## src/core/ict_defs.svh

```systemverilog
// Timing constants and opcode fields for the instruction cycle timing block
`ifndef ICT_DEFS_SVH
`define ICT_DEFS_SVH

// Microcycle lengths in clock periods
`define ICT_READ_MIN_CLK   4
`define ICT_WRITE_MIN_CLK  8
`define ICT_NT_CLK         4
`define ICT_FIRST_WAIT_CLK 4
`define ICT_WAIT_STEP_CLK  2

// Base microcycles, reads, writes per instruction class
`define ICT_SINGLE_MC  1
`define ICT_SINGLE_RD  1
`define ICT_INTERLOCKED_TEST_SET_MC  5
`define ICT_INTERLOCKED_WRITE_MC  4
`define ICT_LOCK_RD    1
`define ICT_LOCK_WR    1
`define ICT_BR_NT_MC   2
`define ICT_BR_TK_MC   4
`define ICT_LOOP_NT_MC 3
`define ICT_LOOP_TK_MC 5
`define ICT_BR_NT_RD   1
`define ICT_BR_TK_RD   2
`define ICT_TRAP_MC    20
`define ICT_TRAP_RD    4
`define ICT_TRAP_WR    2
`define ICT_RTI_MC     9
`define ICT_RTI_RD     4
`define ICT_CC_MC      3
`define ICT_CSM_MC     28
`define ICT_CSM_RD     3
`define ICT_CSM_WR     3
`define ICT_PTYPE_MC   2
`define ICT_SPL_MC     7
`define ICT_STATUS_BYTE_WRITE_MC    8
`define ICT_MARK_MC    10
`define ICT_MARK_RD    3
`define ICT_MFPX_MC    5
`define ICT_MTPX_MC    3
`define ICT_MTPX_RD    2
`define ICT_MUL_MC     22
`define ICT_DIV_MC     34
`define ICT_ASH_MC     4
`define ICT_ASHC_MC    5
`define ICT_FADDD_MIN  41
`define ICT_FADDD_MAX  119
`define ICT_FADDF_MIN  31
`define ICT_FADDF_MAX  102
`define ICT_FABSD_MIN  23
`define ICT_FABSD_MAX  24
`define ICT_FABSF_MIN  19
`define ICT_FABSF_MAX  20

// Opcode fields
`define ICT_OP_RTI     16'h0002
`define ICT_OP_RTT     16'h0006
`define ICT_OP_BPT     16'h0003
`define ICT_OP_IOT     16'h0004
`define ICT_OP_PTYPE   16'h0007
`define ICT_OP_CC_HI   10'h002
`define ICT_OP_SPL_HI  13'h0013
`define ICT_OP_SWAB    10'h003
`define ICT_OP_TRAP_HI 7'h44
`define ICT_OP_SGL_HI  6'h05
`define ICT_OP_SHF_HI  6'h06
`define ICT_OP_MARK    10'h034
`define ICT_OP_MFPI    10'h035
`define ICT_OP_MTPI    10'h036
`define ICT_OP_STATUS_BYTE_WRITE    10'h234
`define ICT_OP_MFPD    10'h235
`define ICT_OP_MTPD    10'h236
`define ICT_OP_CSM     10'h038
`define ICT_OP_INTERLOCKED_TEST_SET  10'h03a
`define ICT_OP_INTERLOCKED_WRITE  10'h03b
`define ICT_OP_REG_HI  4'h7
`define ICT_OP_MUL     7'h38
`define ICT_OP_DIV     7'h39
`define ICT_OP_ASH     7'h3a
`define ICT_OP_ASHC    7'h3b
`define ICT_OP_XOR     7'h3c
`define ICT_OP_LOOP    7'h3f
`define ICT_OP_FADD_HI 7'h7a
`define ICT_OP_FABS_HI 10'h3c6

`endif

```

## src/core/ict_pkg.sv

```systemverilog
// Types shared by the instruction cycle timing block
package ict_pkg;
  typedef enum logic [1:0] {
    ict_st_idle = 2'b01,
    ict_st_run  = 2'b10
  } ict_state_type;

  typedef enum logic [2:0] {
    ict_kind_read  = 3'b001,
    ict_kind_write = 3'b010,
    ict_kind_nt    = 3'b100
  } ict_kind_type;
endpackage

```

## src/core/ict_cycle_timer.sv

```systemverilog
// One bus microcycle: minimum length and wait-state stretching
`timescale 1ns/1ps
`include "ict_defs.svh"

module ict_cycle_timer #(
  parameter int CLK_W = 16
) (
  // Clock and reset
  input  wire logic                 clk_in,
  input  wire logic                 rst_in,
  // Cycle request
  input  wire logic                 start_in,
  input  wire ict_pkg::ict_kind_type kind_in,
  // Memory or DMA ready
  input  wire logic                 ready_in,
  // Cycle status
  output logic                      busy_out,
  output ict_pkg::ict_kind_type     kind_out,
  output logic                      end_out,
  output logic                      stretched_out
);

  logic [CLK_W-1:0] cnt;
  logic [CLK_W-1:0] bound;

  generate
    if (CLK_W < 5) begin : g_chk
      $error("CLK_W too small for a write microcycle");
    end
  endgenerate

  // Ready is only looked at on a stretch boundary
  assign end_out = busy_out && (cnt == bound) && ready_in;

  always_ff @(posedge clk_in) begin
    if (rst_in) begin
      busy_out      <= 1'b0;
      kind_out      <= ict_pkg::ict_kind_nt;
      cnt           <= '0;
      bound         <= '0;
      stretched_out <= 1'b0;
    end else if (start_in) begin
      busy_out      <= 1'b1;
      kind_out      <= kind_in;
      cnt           <= CLK_W'(1);
      stretched_out <= 1'b0;
      if (kind_in == ict_pkg::ict_kind_write) begin
        bound <= CLK_W'(`ICT_WRITE_MIN_CLK);
      end else if (kind_in == ict_pkg::ict_kind_read) begin
        bound <= CLK_W'(`ICT_READ_MIN_CLK);
      end else begin
        bound <= CLK_W'(`ICT_NT_CLK);
      end
    end else if (busy_out) begin
      if (end_out) begin
        busy_out <= 1'b0;
      end else begin
        cnt <= cnt + CLK_W'(1);
        if (cnt == bound) begin
          stretched_out <= 1'b1;
          // Only an unstretched read or idle cycle gets the long first wait
          if (!stretched_out && kind_out != ict_pkg::ict_kind_write) begin
            bound <= bound + CLK_W'(`ICT_FIRST_WAIT_CLK);
          end else begin
            bound <= bound + CLK_W'(`ICT_WAIT_STEP_CLK);
          end
        end
      end
    end
  end

endmodule

```

## src/core/ict_instr_timing.sv

```systemverilog
// Instruction decoder that plays out base and operand microcycles on the bus
`timescale 1ns/1ps
`include "ict_defs.svh"

// Function
// - Read microcycle lasts at least four clocks
// - Write microcycle lasts at least eight clocks
// - Unstretched non-transfer microcycle is four clocks
// - First wait four clocks (two for writes), then two-clock steps
// - Stretched cycle grows two clocks per wait
// - Stretched read: eight clocks, then steps of two
// - Total is base plus operand microcycles
// - Leftover microcycles run as non-transfer cycles
// - Single-operand group: one read microcycle
// - Test-set five, interlocked write four, 1R/1W
// - Double-operand group: one read microcycle
// - Branch: two/one read, taken four/two reads
// - Loop branch: three/one read, taken five/two
// - Traps: twenty microcycles, four reads, two writes
// - Interrupt returns: nine microcycles, four reads
// - Condition code ops: three microcycles, one read
// - Supervisor call: twenty-eight, three reads, three writes
// - Processor type lands in register zero low byte
// - Priority set seven, no-operation three, one read
// - Status byte in eight, out one, one read
// - Floating point length varies between min and max
// - Negative operand count: subtract, add per transfer
module ict_instr_timing #(
  parameter int         MC_W      = 8,
  parameter int         OP_W      = 4,
  parameter int         CLK_W     = 16,
  parameter logic [7:0] PROC_CODE = 8'h05 // Arbitrary value
) (
  // Clock and reset
  input  wire logic             clk_in,
  input  wire logic             rst_in,
  // Instruction request
  input  wire logic             start_in,
  input  wire logic [15:0]      instr_in,
  input  wire logic             branch_taken_in,
  input  wire logic             fp_double_in,
  input  wire logic [MC_W-1:0]  fp_extra_in,
  // Operand address calculation
  input  wire logic [OP_W-1:0]  op_mc_in,
  input  wire logic [OP_W-1:0]  op_rd_in,
  input  wire logic [OP_W-1:0]  op_wr_in,
  input  wire logic             op_neg_in,
  // Memory or DMA
  input  wire logic             ready_in,
  // Status
  output logic                  start_ready_out,
  output logic                  busy_out,
  output logic                  done_out,
  output logic                  unknown_out,
  // Bus microcycle
  output logic                  cyc_read_out,
  output logic                  cyc_write_out,
  output logic                  cyc_nt_out,
  output logic                  cyc_end_out,
  output logic                  cyc_stretched_out,
  // General register zero
  output logic                  gpr0_we_out,
  output logic [7:0]            gpr0_data_out,
  // Counters of the last instruction
  output logic [MC_W-1:0]       total_mc_out,
  output logic [MC_W-1:0]       read_mc_out,
  output logic [MC_W-1:0]       write_mc_out,
  output logic [CLK_W-1:0]      clocks_out
);

  localparam int RW_W = 3;
  localparam int SW   = MC_W + 2;

  generate
    if (MC_W < 7 || OP_W < 1 || CLK_W < 5) begin : g_chk
      $error("Counter widths too small for the longest instruction");
    end
  endgenerate

  ict_pkg::ict_state_type state;
  ict_pkg::ict_kind_type  cyc_kind;
  ict_pkg::ict_kind_type  next_kind;

  logic [MC_W-1:0] base_mc;
  logic [RW_W-1:0] base_rd;
  logic [RW_W-1:0] base_wr;
  logic [MC_W-1:0] fp_span;
  logic            dec_unknown;
  logic            dec_ptype;

  logic [SW-1:0]   fp_add;
  logic [SW-1:0]   gross;
  logic [SW-1:0]   debit;
  logic [SW-1:0]   rd_tot;
  logic [SW-1:0]   wr_tot;
  logic [SW-1:0]   xfer;
  logic [SW-1:0]   net;
  logic [SW-1:0]   nt_tot;

  logic [SW-1:0]   rd_left;
  logic [SW-1:0]   wr_left;
  logic [SW-1:0]   nt_left;
  logic [SW-1:0]   rd_after;
  logic [SW-1:0]   wr_after;
  logic [SW-1:0]   nt_after;
  logic            last_cycle;
  logic            timer_start;
  logic            cyc_busy;
  logic            ptype_pending;

  logic [MC_W-1:0]  mc_cnt;
  logic [MC_W-1:0]  rd_cnt;
  logic [MC_W-1:0]  wr_cnt;
  logic [CLK_W-1:0] clk_cnt;

  // Base time per opcode
  always_comb begin
    base_mc     = MC_W'(`ICT_SINGLE_MC);
    base_rd     = RW_W'(`ICT_SINGLE_RD);
    base_wr     = '0;
    fp_span     = '0;
    dec_unknown = 1'b0;
    dec_ptype   = 1'b0;
    if (instr_in == `ICT_OP_RTI || instr_in == `ICT_OP_RTT) begin
      base_mc = MC_W'(`ICT_RTI_MC);
      base_rd = RW_W'(`ICT_RTI_RD);
    end else if (instr_in == `ICT_OP_BPT || instr_in == `ICT_OP_IOT) begin
      base_mc = MC_W'(`ICT_TRAP_MC);
      base_rd = RW_W'(`ICT_TRAP_RD);
      base_wr = RW_W'(`ICT_TRAP_WR);
    end else if (instr_in == `ICT_OP_PTYPE) begin
      base_mc   = MC_W'(`ICT_PTYPE_MC);
      dec_ptype = 1'b1;
    end else if (instr_in[15:6] == `ICT_OP_CC_HI && instr_in[5]) begin
      // Condition code set/clear, no-operation included
      base_mc = MC_W'(`ICT_CC_MC);
    end else if (instr_in[15:3] == `ICT_OP_SPL_HI) begin
      base_mc = MC_W'(`ICT_SPL_MC);
    end else if (instr_in[15:6] == `ICT_OP_SWAB) begin
      base_mc = MC_W'(`ICT_SINGLE_MC);
    end else if (instr_in[14:11] == 4'h0 && (instr_in[15] || instr_in[10:8] != 3'h0)) begin
      if (branch_taken_in) begin
        base_mc = MC_W'(`ICT_BR_TK_MC);
        base_rd = RW_W'(`ICT_BR_TK_RD);
      end else begin
        base_mc = MC_W'(`ICT_BR_NT_MC);
        base_rd = RW_W'(`ICT_BR_NT_RD);
      end
    end else if (instr_in[15:9] == `ICT_OP_TRAP_HI) begin
      base_mc = MC_W'(`ICT_TRAP_MC);
      base_rd = RW_W'(`ICT_TRAP_RD);
      base_wr = RW_W'(`ICT_TRAP_WR);
    end else if (instr_in[14:9] == `ICT_OP_SGL_HI) begin
      base_mc = MC_W'(`ICT_SINGLE_MC);
    end else if (instr_in[14:9] == `ICT_OP_SHF_HI) begin
      case (instr_in[15:6])
        `ICT_OP_MARK: begin
          base_mc = MC_W'(`ICT_MARK_MC);
          base_rd = RW_W'(`ICT_MARK_RD);
        end
        `ICT_OP_MFPI, `ICT_OP_MFPD: begin
          base_mc = MC_W'(`ICT_MFPX_MC);
          base_wr = RW_W'(`ICT_LOCK_WR);
        end
        `ICT_OP_MTPI, `ICT_OP_MTPD: begin
          base_mc = MC_W'(`ICT_MTPX_MC);
          base_rd = RW_W'(`ICT_MTPX_RD);
        end
        `ICT_OP_STATUS_BYTE_WRITE: begin
          base_mc = MC_W'(`ICT_STATUS_BYTE_WRITE_MC);
        end
        default: begin
          // Rotates, shifts, sign extend, status byte read
          base_mc = MC_W'(`ICT_SINGLE_MC);
        end
      endcase
    end else if (instr_in[15:6] == `ICT_OP_CSM) begin
      base_mc = MC_W'(`ICT_CSM_MC);
      base_rd = RW_W'(`ICT_CSM_RD);
      base_wr = RW_W'(`ICT_CSM_WR);
    end else if (instr_in[15:6] == `ICT_OP_INTERLOCKED_TEST_SET) begin
      base_mc = MC_W'(`ICT_INTERLOCKED_TEST_SET_MC);
      base_rd = RW_W'(`ICT_LOCK_RD);
      base_wr = RW_W'(`ICT_LOCK_WR);
    end else if (instr_in[15:6] == `ICT_OP_INTERLOCKED_WRITE) begin
      base_mc = MC_W'(`ICT_INTERLOCKED_WRITE_MC);
      base_rd = RW_W'(`ICT_LOCK_RD);
      base_wr = RW_W'(`ICT_LOCK_WR);
    end else if (instr_in[15:12] == `ICT_OP_REG_HI) begin
      case (instr_in[15:9])
        `ICT_OP_MUL:  base_mc = MC_W'(`ICT_MUL_MC);
        `ICT_OP_DIV:  base_mc = MC_W'(`ICT_DIV_MC);
        `ICT_OP_ASH:  base_mc = MC_W'(`ICT_ASH_MC);
        `ICT_OP_ASHC: base_mc = MC_W'(`ICT_ASHC_MC);
        `ICT_OP_XOR:  base_mc = MC_W'(`ICT_SINGLE_MC);
        `ICT_OP_LOOP: begin
          if (branch_taken_in) begin
            base_mc = MC_W'(`ICT_LOOP_TK_MC);
            base_rd = RW_W'(`ICT_BR_TK_RD);
          end else begin
            base_mc = MC_W'(`ICT_LOOP_NT_MC);
            base_rd = RW_W'(`ICT_BR_NT_RD);
          end
        end
        default: dec_unknown = 1'b1;
      endcase
    end else if (instr_in[14:12] != 3'h0 && instr_in[14:12] != 3'h7) begin
      base_mc = MC_W'(`ICT_SINGLE_MC);
    end else if (instr_in[15:9] == `ICT_OP_FADD_HI) begin
      // Data-dependent length between the two figures
      base_mc = fp_double_in ? MC_W'(`ICT_FADDD_MIN) : MC_W'(`ICT_FADDF_MIN);
      fp_span = fp_double_in ? MC_W'(`ICT_FADDD_MAX - `ICT_FADDD_MIN)
                             : MC_W'(`ICT_FADDF_MAX - `ICT_FADDF_MIN);
    end else if (instr_in[15:6] == `ICT_OP_FABS_HI) begin
      base_mc = fp_double_in ? MC_W'(`ICT_FABSD_MIN) : MC_W'(`ICT_FABSF_MIN);
      fp_span = fp_double_in ? MC_W'(`ICT_FABSD_MAX - `ICT_FABSD_MIN)
                             : MC_W'(`ICT_FABSF_MAX - `ICT_FABSF_MIN);
    end else begin
      // Unlisted opcodes still cost their fetch read
      dec_unknown = 1'b1;
    end
  end

  // Instruction totals from base and operand figures
  always_comb begin
    fp_add = (fp_extra_in > fp_span) ? SW'(fp_span) : SW'(fp_extra_in);
    rd_tot = SW'(base_rd) + SW'(op_rd_in);
    wr_tot = SW'(base_wr) + SW'(op_wr_in);
    xfer   = rd_tot + wr_tot;
    if (op_neg_in) begin
      gross = SW'(base_mc) + fp_add + SW'(op_rd_in) + SW'(op_wr_in);
      debit = SW'(op_mc_in);
    end else begin
      gross = SW'(base_mc) + fp_add + SW'(op_mc_in);
      debit = '0;
    end
    net = (gross > debit) ? gross - debit : '0;
    // Every transfer needs a microcycle of its own
    if (net < xfer) begin
      net = xfer;
    end
    nt_tot = net - xfer;
  end

  // Remaining cycles and the kind of the next one
  always_comb begin
    if (state == ict_pkg::ict_st_idle) begin
      rd_after = rd_tot;
      wr_after = wr_tot;
      nt_after = nt_tot;
    end else begin
      rd_after = rd_left;
      wr_after = wr_left;
      nt_after = nt_left;
      if (cyc_end_out) begin
        unique case (cyc_kind)
          ict_pkg::ict_kind_read:  rd_after = rd_left - SW'(1);
          ict_pkg::ict_kind_write: wr_after = wr_left - SW'(1);
          ict_pkg::ict_kind_nt:    nt_after = nt_left - SW'(1);
        endcase
      end
    end
    // Reads first, idle cycles, then writes
    if (rd_after != '0) begin
      next_kind = ict_pkg::ict_kind_read;
    end else if (nt_after != '0) begin
      next_kind = ict_pkg::ict_kind_nt;
    end else begin
      next_kind = ict_pkg::ict_kind_write;
    end
    last_cycle = (rd_after == '0) && (wr_after == '0) && (nt_after == '0);
  end

  assign start_ready_out = (state == ict_pkg::ict_st_idle);
  assign busy_out        = (state == ict_pkg::ict_st_run);
  assign timer_start     = (start_ready_out && start_in) ||
                           (busy_out && cyc_end_out && !last_cycle);

  ict_cycle_timer #(
    .CLK_W(CLK_W)
  ) u_timer (
    .clk_in        (clk_in),
    .rst_in        (rst_in),
    .start_in      (timer_start),
    .kind_in       (next_kind),
    .ready_in      (ready_in),
    .busy_out      (cyc_busy),
    .kind_out      (cyc_kind),
    .end_out       (cyc_end_out),
    .stretched_out (cyc_stretched_out)
  );

  assign cyc_read_out  = cyc_busy && (cyc_kind == ict_pkg::ict_kind_read);
  assign cyc_write_out = cyc_busy && (cyc_kind == ict_pkg::ict_kind_write);
  assign cyc_nt_out    = cyc_busy && (cyc_kind == ict_pkg::ict_kind_nt);

  // Sequencer
  always_ff @(posedge clk_in) begin
    if (rst_in) begin
      state <= ict_pkg::ict_st_idle;
    end else begin
      unique case (state)
        ict_pkg::ict_st_idle: begin
          if (start_in) begin
            state <= ict_pkg::ict_st_run;
          end
        end
        ict_pkg::ict_st_run: begin
          if (cyc_end_out && last_cycle) begin
            state <= ict_pkg::ict_st_idle;
          end
        end
        default: state <= ict_pkg::ict_st_idle;
      endcase
    end
  end

  // Cycles still owed by the current instruction
  always_ff @(posedge clk_in) begin
    if (rst_in) begin
      rd_left <= '0;
      wr_left <= '0;
      nt_left <= '0;
    end else if ((start_ready_out && start_in) || cyc_end_out) begin
      rd_left <= rd_after;
      wr_left <= wr_after;
      nt_left <= nt_after;
    end
  end

  // Live counters, restarted with each instruction
  always_ff @(posedge clk_in) begin
    if (rst_in) begin
      mc_cnt  <= '0;
      rd_cnt  <= '0;
      wr_cnt  <= '0;
      clk_cnt <= '0;
    end else if (start_ready_out && start_in) begin
      mc_cnt  <= '0;
      rd_cnt  <= '0;
      wr_cnt  <= '0;
      clk_cnt <= '0;
    end else if (busy_out) begin
      // Wraps if memory stalls past the counter range
      clk_cnt <= clk_cnt + CLK_W'(1);
      if (cyc_end_out) begin
        mc_cnt <= mc_cnt + MC_W'(1);
        if (cyc_read_out) begin
          rd_cnt <= rd_cnt + MC_W'(1);
        end
        if (cyc_write_out) begin
          wr_cnt <= wr_cnt + MC_W'(1);
        end
      end
    end
  end

  // Results latched when the last microcycle ends
  always_ff @(posedge clk_in) begin
    if (rst_in) begin
      done_out     <= 1'b0;
      total_mc_out <= '0;
      read_mc_out  <= '0;
      write_mc_out <= '0;
      clocks_out   <= '0;
    end else begin
      done_out <= busy_out && cyc_end_out && last_cycle;
      if (busy_out && cyc_end_out && last_cycle) begin
        total_mc_out <= mc_cnt + MC_W'(1);
        read_mc_out  <= rd_cnt + MC_W'(cyc_read_out);
        write_mc_out <= wr_cnt + MC_W'(cyc_write_out);
        clocks_out   <= clk_cnt + CLK_W'(1);
      end
    end
  end

  // Decode flags and the register zero write
  always_ff @(posedge clk_in) begin
    if (rst_in) begin
      unknown_out   <= 1'b0;
      ptype_pending <= 1'b0;
      gpr0_we_out   <= 1'b0;
      gpr0_data_out <= '0;
    end else begin
      gpr0_we_out <= ptype_pending && busy_out && cyc_end_out && last_cycle;
      if (start_ready_out && start_in) begin
        unknown_out   <= dec_unknown;
        ptype_pending <= dec_ptype;
        if (dec_ptype) begin
          gpr0_data_out <= PROC_CODE;
        end
      end
    end
  end

endmodule

```

## config.mk

```make
export PLATFORM = sky130hd
export DESIGN_NAME = ict_instr_timing
export DESIGN_NICKNAME = d
export VERILOG_FILES = /design/src/core/ict_pkg.sv /design/src/core/ict_cycle_timer.sv /design/src/core/ict_instr_timing.sv
export VERILOG_INCLUDE_DIRS = /design/src /design/src/core
export SDC_FILE = /design/constraint.sdc
export NUM_CORES = 1
export LEC_CHECK = 0
export ABC_CLOCK_PERIOD_IN_PS = 9700
export BUFFER_PORTS_ARGS = -buffer_cell sky130_fd_sc_hd__buf_2
export CAP_MARGIN = 25
export CORE_MARGIN = 5
export CORE_UTILIZATION = 28
export DETAILED_ROUTE_END_ITERATION = 6
export RECOVER_POWER = 100
export SKIP_CTS_REPAIR_TIMING = 1
export SKIP_LAST_GASP = 1
export SLEW_MARGIN = 20
export SYNTH_ARGS = -nofsm -noshare
export SYNTH_HDL_FRONTEND = slang
export SYNTH_SLANG_ARGS = --single-unit
```

## constraint.sdc

```tcl
create_clock -name clk_in -period 9.7 [get_ports clk_in]
set_input_delay 0.485 -clock clk_in [delete_from_list [all_inputs] [get_ports clk_in]]
set_output_delay 0.485 -clock clk_in [all_outputs]
set_load 0.02 [all_outputs]
```

# Word-level counts from Yosys, hierarchy flattened
# Cells that the tools add are included.
[classes] addsub=21 magnitude_cmp=3 bitwise_logic=1 reduce_logical=50 eq_ne=41 muxes=124
[ops] operator="$mux W10" n=12
[ops] operator="$mux W8" n=15
[ops] operator="$mux W7" n=16
[ops] operator="$mux W16" n=5
[ops] operator="$mux W3" n=25
[ops] operator="$eq A10 B6 Y1 const B" n=6
[ops] operator="$eq A16 B3 Y1 const B" n=3
[ops] operator="$eq A7 B6 Y1 const B" n=6
[ops] operator="$eq A10 B10 Y1 const B" n=4
[ops] operator="$add A16 B1 Y16 const B" n=2
[ops] operator="$eq A16 B2 Y1 const B" n=2
[ops] operator="$mux W1" n=31
[ops] operator="$logic_not A10 Y1" n=3
[ops] operator="$pmux W6 S5" n=1
[ops] operator="$sub A10 B1 Y10 const B" n=3
[ops] operator="$add A8 B1 Y8 const B" n=3
[ops] operator="$add A10 B4 Y10" n=2
[ops] operator="$eq A10 B2 Y1 const B" n=2
[ops] operator="$reduce_bool A10 Y1" n=2
[ops] operator="$logic_and A1 B1 Y1" n=19
[ops] operator="$mux W2" n=9
[ops] operator="$mux W6" n=3
[ops] operator="$add A16 B2 Y16 const B" n=1
[ops] operator="$add A16 B3 Y16 const B" n=1
[ops] operator="38 further kinds" n=64
[word_totals] input_bits=43 ff_bits=154 word_cells=263 out_inout_bits=58

# Logic depth before layout (Yosys ltp)
[logic_depth] depth_word=37 mapped_depth=50 ltp_nobuf=47

# Cells and area by module
# A second synthesis with hierarchy kept.
[unflattened] cells_unflattened=1383 area_unflattened_um2=11089.4
[by_module_without_submodules] mod="ict_instr_timing" cells_each=1152 seq_area_each_um2=2342.2 instances=1 area_per_inst_um2=9186.3
[by_module_without_submodules] mod="ict_cycle_timer" cells_each=231 seq_area_each_um2=720.7 instances=1 area_per_inst_um2=1903.1

# Least setup slack after synthesis
# OpenSTA, ideal clock, no wires.
[synth_timing] kind="input to register" from="input instr_in[7]" to="register clocks_out[10]" t_required_ps=9566 path_stages=47 setup_slack_ps=-97 t_arrival_ps=9663 path_buffers=3 path_cell_list="nor2b_1 > a21oi_1 > or4_1 > a21oi_1 > ha_1 > and3_1 > a31oi_1 > nand2_1 > o21ai_0 > ha_1 > inv_1 > fa_1 > inv_1 > fa_1 > ha_1 > fa_1 > nand2_1 > o21ai_0 > (+11 left out) > o21a_1 > buf_2 > mux2i_1 > ha_1 > fa_1 > nor2b_1 > o21ai_0 > a21boi_0 > o21ai_0 > nand2_1 > or4_1 > o211ai_1 > a31oi_1 > or3_1 > buf_6 > nor3_4 > buf_2 > a211oi_1"
[synth_between] elab_chain_cells=33
[synth_rtl] item="from (decl)" line="ict_instr_timing.sv:39" text="input wire logic [15:0] instr_in,"
[synth_rtl] item="$eq A10 B10 Y1 (no source line)"
[synth_rtl] item="$mux W1" line="ict_instr_timing.sv:214" text="end else if (instr_in[15:6] == `ICT_OP_FABS_HI) begin"
[synth_rtl] item="$mux W7" line="ict_instr_timing.sv:209" text="end else if (instr_in[15:9] == `ICT_OP_FADD_HI) begin"
[synth_rtl] item="$mux W7" line="ict_instr_timing.sv:207" text="end else if (instr_in[14:12] != 3'h0 && instr_in[14:12] != 3'h7) begin"
[synth_rtl] item="$mux W7" line="ict_instr_timing.sv:189" text="end else if (instr_in[15:12] == `ICT_OP_REG_HI) begin"
[synth_rtl] item="$mux W7" line="ict_instr_timing.sv:185" text="end else if (instr_in[15:6] == `ICT_OP_INTERLOCKED_WRITE) begin"
[synth_rtl] item="$mux W7" line="ict_instr_timing.sv:181" text="end else if (instr_in[15:6] == `ICT_OP_INTERLOCKED_TEST_SET) begin"
[synth_rtl] item="$mux W7" line="ict_instr_timing.sv:177" text="end else if (instr_in[15:6] == `ICT_OP_CSM) begin"
[synth_rtl] item="(+17 left out)"
[synth_rtl] item="$mux W10" line="ict_instr_timing.sv:237" text="net = (gross > debit) ? gross - debit : '0;"
[synth_rtl] item="$lt A10 B6 Y1" line="ict_instr_timing.sv:239" text="if (net < xfer) begin"
[synth_rtl] item="$mux W10" line="ict_instr_timing.sv:239"
[synth_rtl] item="$sub A10 B6 Y10" line="ict_instr_timing.sv:242" text="nt_tot = net - xfer;"
[synth_rtl] item="$mux W10" line="ict_instr_timing.sv:247" text="if (state == ict_pkg::ict_st_idle) begin"
[synth_rtl] item="$logic_not A10 Y1" line="ict_instr_timing.sv:271" text="last_cycle = (rd_after == '0) && (wr_after == '0) && (nt_after == '0);"
[synth_rtl] item="$logic_and A1 B1 Y1 *" line="ict_instr_timing.sv:271"
[synth_rtl] item="$logic_and A1 B1 Y1 *" line="ict_instr_timing.sv:368" text="if (busy_out && cyc_end_out && last_cycle) begin"
[synth_rtl] item="to (signal assigned)" line="ict_instr_timing.sv:372" text="clocks_out <= clk_cnt + CLK_W'(1);"
[synth_rtl] item="to (decl)" line="ict_instr_timing.sv:68" text="output logic [CLK_W-1:0] clocks_out"
# Mark *: on every way between the ends. The rest lies on a longest branch, timed or not.
# A chain may end at the register's enable or synchronous reset.

# Final worst setup path
[layout_timing] from="input instr_in[13]" to="register clocks_out[12]"
# Same word-level chain as after synthesis.

==> impl_metrics.py <==
metrics = {
    "die": {
        "dieArea_um2": 43000,
        "io_pins": 101,
        "dieHeight_um": 207,
        "design.core.area_um2": 38600,
        "initial_utilization_pct": 28.2,
        "floorplan.rows": 72,
        "die_width_um": 207,
    },
    "logic_synthesis": {
        "synth-edff-count": 0,
        "synth_seq_cells": 153,
        "synth_top_flop_cell": "sky130_fd_sc_hd__dfxtp_1",
        "synthDominantAreaCellType": "sky130_fd_sc_hd__dfxtp_1",
        "yosys.cell_count.top_type": "sky130_fd_sc_hd__dfxtp_1",
        "synth_cell_types": 87,
        "synthesis.yosys.warnings": 0,
        "syn-mean-instance-area_um2": 7.91,
        "synthesis.area_um2": 10900,
        "postSynth.asyncResetShare_pct": 0,
        "ys_seq_area_share_pct": 28.1,
        "top_post_synthesis_cells_by_area": "sky130_fd_sc_hd__dfxtp_1 (28%), sky130_fd_sc_hd__ha_1 (6.6%), sky130_fd_sc_hd__xnor2_1 (5.5%)",
        "synthTopCellsByCount": "sky130_fd_sc_hd__dfxtp_1 (153), sky130_fd_sc_hd__nor2_1 (136), sky130_fd_sc_hd__nand2_1 (114)",
        "synthesis.instances": 1380,
        "fraction_of_synthesized_cell_area_taken_by_the_top_area_cell_type_pct": 28.1,
    },
    "clocking": {
        "cts_made_buffers": 17,
        "ctsRootBufferMaster": "sky130_fd_sc_hd__clkbuf_16",
        "cts_tree": "built",
        "clock_sink_count": 153,
        "cts_max_level": 4,
        "worstSkewPairLatency_ns": 0.43,
        "clk_pin_slew_worst_paths_ns": 0.07,
        "cts.path.max_buffers": 2,
    },
    "global_route": {
        "global_route.overflow_total": 0,
        "grt_usage_pct": 14.1,
        "grt_first_pass_wirelength_mm": 51.9,
        "grt_start_max_net_pins": 82,
        "grt_antenna_before_repair": 1,
        "grt_pass1_vias": 10300,
    },
    "worst_setup_path": {
        "cp-startpoint": "instr_in[13]",
        "crit_required_ns": 9.97,
        "worst-setup-path-type": "in -> reg",
        "worstReg2RegStart": "u_timer.cnt[2]",
        "rr_worst_depth": 9,
        "critPathSlowestCell": "sky130_fd_sc_hd__or4b_1",
        "critPathLaunchType": "input pin",
        "cpMostUsedCell": "sky130_fd_sc_hd__ha_1",
        "worst-endpoint-arrival_ns": 9.49,
        "cpPeakStageDelay_ns": 0.48,
        "worst-path-max-fanout": 15,
        "end_kind": "flop",
    },
    "layout": {
        "stdcell_area_um2": 13200,
        "num-fill-cells": 4106,
        "syn_to_final_growth_pct": 20.8,
        "final_layout_size_suffix_gt1_share_pct": 14.6,
        "antennaDiodeCount": 0,
        "num-nets-final": 1637,
    },
    "sta": {
        "layout_worst_path_cycle_share_pct": 95.1,
        "maxSlewViolCount": 72,
        "fin_worst_skew_ns": 0.0209,
        "worst_pin_slew_ns": 1.71,
        "timing.final.setup_violations": 0,
        "report.final.hold_viol_count": 0,
        "achievable-frequency_ghz": 0.108,
        "fin_crit_ns": 9.22,
        "worst_slew_margin_rel_pct": -14.3,
        "whs_ns": 0.472,
    },
    "status": {
        "status": "finished with violations",
        "violations": "capacitance limit, slew limit",
    },
    "placement": {
        "place_hpwl_mm": 23.5,
        "io_buffer_count": 94,
        "placed_cell_area_um2": 12500,
        "routabilityCongestion": 0.888,
    },
    "routing": {
        "drt_iter0_markers": 844,
        "routedWlPerCell_um": 15.5,
        "avgViaCountPerCell": 5.14,
        "antenna_violating_nets_post_route": 0,
        "first_pass_iteration_count_of_the_detailed_router": 6,
        "drt_drc_violations_left": 0,
        "finalWirelength_mm": 31.8,
        "via_count": 10600,
    },
    "min_path": {
        "worst_hold_path_type": "reg -> reg",
        "hp-start": "nt_left[9]",
        "min_delay_path_depth": 2,
    },
    "power": {
        "static-leakage-power_uw": 0.00499,
        "vdd_ir_drop_max_mv": 0.132,
        "powerDensity_nw_per_um2": 195,
        "p_total_uw": 2570,
    },
    "flow_run": {
        "max_cap_violations": 2,
    },
}
[cell type report]
| cell class | instances | area (µm²) | share of cell area, % |
|---|---|---|---|
| well taps | 518 | 648 | 4.91 |
| multi-input cells | 1094 | 7420 | 56.3 |
| repair buffers | 196 | 1210 | 9.17 |
| inverters | 62 | 233 | 1.76 |
| clock inverters | 14 | 174 | 1.32 |
| flip-flops and latches | 153 | 3060 | 23.2 |
| clock buffers | 18 | 439 | 3.33 |
[metal layers]
metal,up-vias,share of wire (%),global-route usage (%)
met5,-,0.041,0
met4,2,2.2,4.42
met3,41,2.3,1.77
met2,172,51,25.5
met1,5097,45,17.3
li1,5253,-,-
[stage by stage]
| stage | utilization [%] | setup TNS (ns) | setup WS, ns | std cells |
|---|---|---|---|---|
| 2_1_floorplan | - | 0 | 0.0429 | 1385 |
| 3_3_place_gp | 32.3 | -1.56 | -0.0594 | 2016 |
| 3_5_place_dp | 32.3 | -18.91 | -0.287 | 2016 |
| 4_1_cts | 33.9 | 0 | 0.150 | 2048 |
| 5_1_grt | 34.1 | -4.64 | -0.109 | 2055 |
| 6_report | 34.1 | 0 | 0.476 | 2055 |
[cell usage in the layout, fill, tap and decap left out, drive strengths merged, types with 8 or more instances in the layout]
master	count
a211oi	47
a21o	9
a21oi	83
a31oi	46
and2	12
and3	22
buf	140
clkbuf	74
dfxtp	153
fa	12
ha	58
inv	71
mux2i	16
nand2	114
nand2b	21
nand3	48
nand4	43
nor2	136
nor2b	15
nor3	53
nor3b	11
nor4	12
o211ai	10
o21a	8
o21ai	57
o31ai	11
or3	20
xnor2	68
xor2	65
[power by group]
part	internal, µW	switching (µW)	leakage [µW]
registers	651	25.9	0.00124
logic	548	640	0.00345
clock network	399	304	0.000301
total	1600	971	0.00499
[state kept, by name, summed over array words and instances (netlist names), 2 cells and up]
| name | flops |
|---|---|
| clk_cnt | 16 |
| clocks_out | 16 |
| mc_cnt | 8 |
| nt_left | 10 |
| rd_cnt | 8 |
| rd_left | 10 |
| read_mc_out | 8 |
| state | 2 |
| total_mc_out | 8 |
| u_timer.bound | 15 |
| u_timer.cnt | 16 |
| u_timer.kind_out | 3 |
| wr_cnt | 8 |
| wr_left | 10 |
| write_mc_out | 8 |
[path summary, 6_finish.rpt]
path	to	slack, ns
worst min register to register	nt_left[9]	0.47
worst min-delay path	nt_left[9]	0.47
worst max-delay path	clocks_out[12]	0.48
worst max register to register	write_mc_out[5]	5.08
[kinds of logic (layout without fill, tap and decap cells)]
logic type | Yosys count | in the layout | synth area share [%]
xor gates and xnor gates | 135 | 135 | 11.1
buffers and inverters | 138 | 290 | 5.39
muxes | 21 | 21 | 1.98
and+or+nand+nor | 533 | 533 | 24.8
DFF | 153 | 153 | 28.1
other | 1 | 6 | 0.0344
adders and majority gates | 70 | 70 | 8.85
AOI/OAI and AO/OA | 329 | 329 | 19.9
[worst max-delay path, delay by kind of cell]
kind,cells,cell delay [ns]
adder cells (fa/ha/maj),8,2.58
multiplexers,1,0.35
buffers and inverters,8,0.97
AND/OR/NAND/NOR,14,2.65
AO/OA/AOI/OAI,14,2.41
(Power assumes the default switching activity.)
